===== src/pcipm_pkg.sv =====
package pcipm_pkg;

	// Configuration space offsets (byte addresses)
	localparam logic [7:0] PCIPM_OFF_CAP_PTR    = 8'h34;
	localparam logic [7:0] PCIPM_OFF_PM_CAP     = 8'h50;

	// Fixed field values
	localparam logic [7:0] PCIPM_CAP_ID         = 8'h01;
	localparam logic [7:0] PCIPM_NEXT_PTR       = 8'h00;
	localparam logic [7:0] PCIPM_CAP_PTR_VAL    = 8'h50;
	localparam logic       PCIPM_WAKE_CLK       = 1'h0;
	localparam logic       PCIPM_RSVD20         = 1'h0;

	// Reset defaults of loadable fields
	localparam logic [4:0] PCIPM_WAKE_DEF       = 5'h18;
	localparam logic [1:0] PCIPM_D1D2_DEF       = 2'h0;
	localparam logic [2:0] PCIPM_AUX_DEF        = 3'h3;
	localparam logic       PCIPM_DSI_DEF        = 1'h1;
	localparam logic [2:0] PCIPM_VER_DEF        = 3'h2;

	// EEPROM word indices
	localparam logic [7:0] PCIPM_EE_WORD4       = 8'h04;
	localparam logic [7:0] PCIPM_EE_WORD7       = 8'h07;

	// EEPROM word 7 field positions
	localparam int         PCIPM_EE7_WAKE_HI    = 7;
	localparam int         PCIPM_EE7_WAKE_LO    = 3;
	localparam int         PCIPM_EE7_DSI        = 2;
	localparam int         PCIPM_EE7_D1D2_HI    = 1;
	localparam int         PCIPM_EE7_D1D2_LO    = 0;

	// EEPROM word 4 field positions
	localparam int         PCIPM_EE4_AUX_HI     = 15;
	localparam int         PCIPM_EE4_AUX_LO     = 13;
	localparam int         PCIPM_EE4_VER_HI     = 12;
	localparam int         PCIPM_EE4_VER_LO     = 10;
	localparam int         PCIPM_EE4_LOAD_EN    = 9;

	// Read answer for any other offset
	localparam logic [31:0] PCIPM_UNMAPPED      = 32'h0000_0000;

endpackage


===== src/pcipm_field.sv =====
// Reloadable read-only field: reset default, replaced on a load strobe
module pcipm_field
	import pcipm_pkg::*;
#(
	parameter int         W   = 1,
	parameter logic [W-1:0] DEF = '0
)
(
	// Clock and reset
	input  wire logic         i_clk_sys,
	input  wire logic         i_rst,
	// Load
	input  wire logic         i_load,
	input  wire logic [W-1:0] i_value,
	// Field
	output logic      [W-1:0] o_value
);

	logic [W-1:0] value_reg;
	logic [W-1:0] value_next;

	always_comb
	begin
		value_next = value_reg;
		if (i_load)
		begin
			value_next = i_value;
		end
	end

	always_ff @(posedge i_clk_sys or posedge i_rst)
	begin
		if (i_rst)
		begin
			value_reg <= DEF;
		end
		else
		begin
			value_reg <= value_next;
		end
	end

	assign o_value = value_reg;

endmodule


===== src/pcipm_rdreg.sv =====
// Registered read data for the configuration read port
module pcipm_rdreg
	import pcipm_pkg::*;
(
	// Clock and reset
	input  wire logic        i_clk_sys,
	input  wire logic        i_rst,
	// Read request
	input  wire logic        i_rd,
	input  wire logic [31:0] i_data,
	// Read answer
	output logic      [31:0] o_data,
	output logic             o_valid
);

	logic [31:0] data_reg;
	logic [31:0] data_next;
	logic        valid_reg;
	logic        valid_next;

	always_comb
	begin
		data_next  = data_reg;
		valid_next = i_rd;
		if (i_rd)
		begin
			data_next = i_data;
		end
	end

	always_ff @(posedge i_clk_sys or posedge i_rst)
	begin
		if (i_rst)
		begin
			data_reg  <= PCIPM_UNMAPPED;
			valid_reg <= 1'h0;
		end
		else
		begin
			data_reg  <= data_next;
			valid_reg <= valid_next;
		end
	end

	assign o_data  = data_reg;
	assign o_valid = valid_reg;

endmodule


===== src/pcipm_cap.sv =====
// Operation
// Capability ID reads 01h
// Next item pointer reads 00h
// Bits 31:27 wake support per state
// Wake support defaults to 11000
// Wake support loads from EEPROM word 7[7:3]
// Bits 26:25 read 00, load word 7[1:0]
// Aux current defaults to 011
// Aux current loads word 4[15:13] if bit9
// Init-needed bit defaults 1, word 7[2]
// Bits 20 and 19 read 0
// Version defaults to 010
// Version loads word 4[12:10] if bit9
// Capability pointer reads 50h
// Configuration writes are ignored
module pcipm_cap
	import pcipm_pkg::*;
(
	// Clock and reset
	input  wire logic        i_clk_sys,
	input  wire logic        i_rst,
	// Configuration access
	input  wire logic        i_cfg_rd,
	input  wire logic        i_cfg_wr,
	input  wire logic [7:0]  i_cfg_addr,
	input  wire logic [31:0] i_cfg_wdata,
	output logic      [31:0] o_cfg_rdata,
	output logic             o_cfg_rvalid,
	// EEPROM load
	input  wire logic        i_ee_valid,
	input  wire logic [7:0]  i_ee_addr,
	input  wire logic [15:0] i_ee_data,
	// Field view
	output logic      [4:0]  o_wake_state_support
);

	logic       ld_w7;
	logic       ld_w4;
	logic [4:0] wake_sup;
	logic [1:0] d1d2;
	logic [2:0] aux_cur;
	logic       dsi;
	logic [2:0] version;
	logic [31:0] pm_word;
	logic [31:0] rd_mux;

	// Word 7 load strobe
	assign ld_w7 = i_ee_valid && (i_ee_addr == PCIPM_EE_WORD7);
	// Word 4 gated by bit 9
	assign ld_w4 = i_ee_valid && (i_ee_addr == PCIPM_EE_WORD4)
		&& i_ee_data[PCIPM_EE4_LOAD_EN];

	// Wake support default
	pcipm_field #(.W(5), .DEF(PCIPM_WAKE_DEF)) u_wake (
		.i_clk_sys (i_clk_sys),
		.i_rst     (i_rst),
		.i_load    (ld_w7),
		.i_value   (i_ee_data[PCIPM_EE7_WAKE_HI:PCIPM_EE7_WAKE_LO]),
		.o_value   (wake_sup)
	);

	// D1/D2 bits load
	pcipm_field #(.W(2), .DEF(PCIPM_D1D2_DEF)) u_d1d2 (
		.i_clk_sys (i_clk_sys),
		.i_rst     (i_rst),
		.i_load    (ld_w7),
		.i_value   (i_ee_data[PCIPM_EE7_D1D2_HI:PCIPM_EE7_D1D2_LO]),
		.o_value   (d1d2)
	);

	// Aux current default
	pcipm_field #(.W(3), .DEF(PCIPM_AUX_DEF)) u_aux (
		.i_clk_sys (i_clk_sys),
		.i_rst     (i_rst),
		.i_load    (ld_w4),
		.i_value   (i_ee_data[PCIPM_EE4_AUX_HI:PCIPM_EE4_AUX_LO]),
		.o_value   (aux_cur)
	);

	// Init-needed bit
	pcipm_field #(.W(1), .DEF(PCIPM_DSI_DEF)) u_dsi (
		.i_clk_sys (i_clk_sys),
		.i_rst     (i_rst),
		.i_load    (ld_w7),
		.i_value   (i_ee_data[PCIPM_EE7_DSI]),
		.o_value   (dsi)
	);

	// Version field
	pcipm_field #(.W(3), .DEF(PCIPM_VER_DEF)) u_ver (
		.i_clk_sys (i_clk_sys),
		.i_rst     (i_rst),
		.i_load    (ld_w4),
		.i_value   (i_ee_data[PCIPM_EE4_VER_HI:PCIPM_EE4_VER_LO]),
		.o_value   (version)
	);

	// Word assembly
	assign pm_word = {wake_sup, d1d2, aux_cur, dsi, PCIPM_RSVD20, PCIPM_WAKE_CLK,
		version, PCIPM_NEXT_PTR, PCIPM_CAP_ID};

	// Pointer and register decode
	always_comb
	begin
		rd_mux = PCIPM_UNMAPPED;
		if (i_cfg_addr == PCIPM_OFF_PM_CAP)
		begin
			rd_mux = pm_word;
		end
		else if (i_cfg_addr == PCIPM_OFF_CAP_PTR)
		begin
			rd_mux = {24'h00_0000, PCIPM_CAP_PTR_VAL};
		end
	end

	// Writes have no effect
	pcipm_rdreg u_rd (
		.i_clk_sys (i_clk_sys),
		.i_rst     (i_rst),
		.i_rd      (i_cfg_rd && !i_cfg_wr),
		.i_data    (rd_mux),
		.o_data    (o_cfg_rdata),
		.o_valid   (o_cfg_rvalid)
	);

	assign o_wake_state_support = wake_sup;

endmodule


===== config.mk =====
export PLATFORM = sky130hd
export DESIGN_NAME = pcipm_cap
export DESIGN_NICKNAME = d
export VERILOG_FILES = /design/src/pcipm_pkg.sv /design/src/pcipm_field.sv /design/src/pcipm_rdreg.sv /design/src/pcipm_cap.sv
export SDC_FILE = /design/constraint.sdc
export NUM_CORES = 1
export LEC_CHECK = 0
export ABC_CLOCK_PERIOD_IN_PS = 1200
export CORE_MARGIN = 3
export CORE_UTILIZATION = 65
export DETAILED_ROUTE_END_ITERATION = 8
export DONT_BUFFER_PORTS = 1
export PLACE_DENSITY = 0.81
export RECOVER_POWER = 25
export SYNTH_ARGS = -nofsm -noshare
export SYNTH_HDL_FRONTEND = slang
export SYNTH_SLANG_ARGS = --single-unit

===== constraint.sdc =====
create_clock -name i_clk_sys -period 1.2 [get_ports i_clk_sys]
set_input_delay 0.18 -clock i_clk_sys [delete_from_list [all_inputs] [get_ports i_clk_sys]]
set_output_delay 0.18 -clock i_clk_sys [all_outputs]
set_load 0.01 [all_outputs]

# == Word level (Yosys, flattened, before mapping) ==
# Index checks and enable logic that the tools add are counted.
# classes
n_mux,2
n_reduce_logical,5
n_eq_ne,4
# op_table
cell,count
2-to-1 mux 32 bit,1
equality test 8 x 3 -> 1 bit (second input constant),2
equality test 8 x 6 -> 1 bit (second input constant),1
equality test 8 x 7 -> 1 bit (second input constant),1
2-to-1 mux 7 bit,1
logical AND 1 bit,4
zero test 1 bit,1
# word_totals
reg_bits,47
input_bits,69

# == Longest topological paths before layout ==
# depth
word_depth,3
depth_mapped,6
ltp_nobuf,4

# == By module ==
# From an unflattened synthesis, not the netlist that was laid out.
# hier_totals
hier_cells,148
area_unflattened_um2,2214.6
# by_module_without_submodules
module,area_per_inst_um2,n_inst,seq_area_each_um2,cells_each
pcipm_rdreg,1373.8,1,825.8,70
pcipm_cap,302.8,1,0.0,45
pcipm_field at u_wake,187.7,1,127.6,11
pcipm_field at u_aux,115.1,1,77.6,7
pcipm_field at u_ver,113.9,1,76.3,7
pcipm_field at u_d1d2,76.3,1,50.0,5
pcipm_field at u_dsi,45.0,1,26.3,3

# == Worst setup path before layout ==
# OpenSTA, ideal clock, no wires.
# synth_timing
path_kind,in2reg
from,in i_ee_addr[4]
to,reg u_d1d2.value_reg[0] (netlist: u_d1d2.o_value[0])
path_slack_ns,-0.048
path_buffers,1
required_ns,1.075
path_stages,4
t_arrival_ns,1.123
setup_ns,0.125
cell_sequence,nor4b_4 and4_1 buf_6 mux2_2
# synth_via
elab_chain_len,2
# synth_rtl
item,line,source
start: declaration,pcipm_cap.sv:31,"input wire logic [7:0] i_ee_addr,"
equality test 8 x 3 -> 1 bit,pcipm_cap.sv:48,assign ld_w7 = i_ee_valid && (i_ee_addr == PCIPM_EE_WORD7);
logical AND 1 bit,pcipm_cap.sv:48,
end signal: assignment,pcipm_field.sv:39,value_reg <= value_next;
end: declaration,pcipm_field.sv:19,logic [W-1:0] value_reg;
# No other way between the ends.
# A chain may end at the register's enable or synchronous reset.

# == Worst setup path after layout ==
# layout_timing
from,reg u_wake.value_reg[4] (netlist: u_wake.o_value[4])
to,out o_wake_state_support[4]
# layout_lines
item,line,source
start: declaration,pcipm_field.sv:19,
start signal: assignment,pcipm_field.sv:39,
end: declaration,pcipm_cap.sv:34,output logic [4:0] o_wake_state_support
# No word-level cell between the ends.

==> impl_metrics.env <==
export IMPL_vias=955
export IMPL_finalCriticalPeriod_ps=1082
export IMPL_fmax_ghz=0.9245
export IMPL_antenna_left=0
export IMPL_synthCells=126
export IMPL_yosysWarnings=0
export IMPL_synth_cell_area_sq_um=1414
export IMPL_synth_seq_cells=31
export IMPL_die_w_microns=52.64
export IMPL_clock_sinks=31
export IMPL_worst_slack_ps=118.4
export IMPL_worstPathArrival_ps=900
export IMPL_die_area_sq_um=2771
export IMPL_via_per_inst=5.335
export IMPL_cts_clk_slew_worst_paths_ps=90
export IMPL_slew_viol_final=0
export IMPL_critPathRequiredTime_ps=1020
export IMPL_routedWlPerCell_microns=16.51
export IMPL_drt_total_wl_mm=2.956
export IMPL_initial_core_util_pct=70.63
export IMPL_fp_dieH_microns=52.64
export IMPL_firstDrtPassIters=4
export IMPL_status="complete, no violations"
export IMPL_place_gp_congestion=0.6587
export IMPL_critPathLaunchType="register"
export IMPL_cts_buffers=5
export IMPL_async_flop_share_pct=100.0
export IMPL_areaGrowthSynthToFinish_pct=18.23
export IMPL_synth_cell_types=22
export IMPL_rsz0062_at_grt="no"
export IMPL_syn_avg_cell_area_sq_um=11.22
export IMPL_p_per_area_nw_per_um2=1118
export IMPL_htree_levels=2
export IMPL_drc=0
export IMPL_antenna_found_initial=0
export IMPL_cts_buffer_depth=2
export IMPL_grt_usage_pct=23.64
export IMPL_finalHoldViolations=0
export IMPL_finClkSkew_ps=5.776
export IMPL_root_buffer="clkbuf_4"
export IMPL_antenna_cells=0
export IMPL_core_sq_um=2002
export IMPL_grt_pass1_wl_mm=4.429
export IMPL_cts_tree="done"
export IMPL_critPathKind="reg2out"
export IMPL_holdWs_ps=87.30
export IMPL_stdcell_area_sq_um=1672
export IMPL_io_pins=107
export IMPL_num_rows=16
export IMPL_crit_fanout=3
export IMPL_final_net_count=220
export IMPL_crit_path_end_kind="primary output"
export IMPL_fin_util_pct=83.50
export IMPL_drt_iter0_markers=18
export IMPL_place_area_sq_um=1434
export IMPL_grt_pass1_vias=960
export IMPL_drive_gt1_share_pct=25.00
export IMPL_max_cap_viol_count=0
export IMPL_clk_latency_ps=330
export IMPL_hpwl_mm=2.007
export IMPL_preCtsSetupSlack_ps=-101.9
export IMPL_fin_crit_sh_pct=90.14
export IMPL_ys_seq_area_share_pct=55.40
export IMPL_grt_start_max_net_pins=17
export IMPL_min_path_type="in2reg"
export IMPL_finalPower_uw=1868
export IMPL_setup_viol=0
export IMPL_max_vdd_ir_drop_mv=0.9590
export IMPL_p_leak_uw=0.0007867
export IMPL_synth_enable_flop_cells=0
export IMPL_grt_overflow=0
export IMPL_numPortBuffers=0
export IMPL_synth_main_ff_cell="dfrtp_1"
final timing paths:
path | from | endpoint | slack [ps] | depth (start not counted)
setup / recovery | u_wake.o_value[4] | o_wake_state_support[4] | 120 | 0
hold / removal | i_cfg_addr[3] | u_rd.o_data[6] | 90 | 2
setup reg to reg | u_wake.o_value[4] | u_rd.o_data[31] | 320 | 2
hold reg to reg | u_dsi.o_value | u_rd.o_data[21] | 510 | 2
max in group asynchronous | i_rst | u_wake.o_value[3] | 500 | 3
min in group asynchronous | i_rst | u_rd.o_data[0] | 300 | 3
sequential cells by signal, summed over array words and instances, names as in the netlist:
signal / flops
u_rd.o_data: 16
u_ver.o_value: 3
u_rd.o_valid: 1
u_wake.o_value: 5
u_dsi.o_value: 1
u_aux.o_value: 3
u_d1d2.o_value: 2
cell usage after synthesis (all sizes together), types with 2 or more instances:
| master | count | area [sq um] |
|---|---|---|
| dfstp | 6 | 157.7 |
| o21ai | 15 | 75.07 |
| nand2 | 31 | 116.4 |
| mux2 | 14 | 157.7 |
| nand2b | 2 | 12.51 |
| buf | 19 | 141.4 |
| dfrtp | 25 | 625.6 |
| clkbuf | 2 | 8.750 |
| nor2 | 2 | 7.510 |
| inv | 2 | 7.500 |
| nor4b | 2 | 47.55 |
power breakdown:
group,internal (uW),switching [uW],total [uW]
Sequential,1070,19.8,1090
Clock,283,333,617
Combinational,78.7,82.1,161
Total,1430,435,1870
cell type report:
| class | instances | area, sq um |
|---|---|---|
| flip-flops and latches | 31 | 783.3 |
| multi-input cells | 86 | 544.3 |
| fillers | 128 | 330.3 |
| repair buffers | 25 | 242.7 |
| clock buffers | 7 | 55.05 |
| well taps | 27 | 33.78 |
| inverters | 2 | 7.507 |
| clock inverters | 1 | 5.005 |
metal layers:
metal | track usage, % | up-vias | part of all wire [%]
li1 | - | 438 | -
met1 | 27.03 | 453 | 37
met2 | 39.46 | 59 | 50
met3 | 10.26 | 5 | 12
met4 | 7.660 | 0 | 1.2
met5 | 0 | - | 0
cells in the final DEF (no fill, tap or decap):
master / count
and4_1: 1
buf_12: 1
buf_4: 5
clkbuf_1: 1
clkbuf_2: 1
clkbuf_4: 5
clkbuf_8: 1
clkinv_2: 1
conb_1: 15
dfrtp_1: 25
dfstp_2: 6
dlygate4sd3_1: 18
inv_1: 2
mux2_2: 9
mux2_4: 5
nand2_1: 31
nand2b_1: 2
nand4_2: 1
nand4b_2: 1
nor2_1: 2
nor3b_1: 1
nor4b_4: 2
o21ai_0: 10
o21ai_1: 5
o41ai_1: 1
per-stage QoR:
stage	std cells	TNS (ps)
2_1_floorplan	140	-198.6
3_3_place_gp	153	-592.7
3_5_place_dp	153	-805.2
4_1_cts	178	0
5_1_grt	179	0
6_report	179	0
repair_timing:
action                    4_1_cts  5_1_grt
resized for setup               0        0
hold buffers                   17        1
hold endpoints to repair       45        1
buffers inserted                0        0
kinds of logic after synthesis:
| kind of cell | synth area share [%] |
|---|---|
| DFF | 55.40 |
| and+or+nand+nor | 16.11 |
| buffers and inverters | 11.15 |
| AOI/OAI and AO/OA | 5.929 |
| muxes | 11.15 |
| other | 0.2652 |
(Power assumes the default switching activity.)
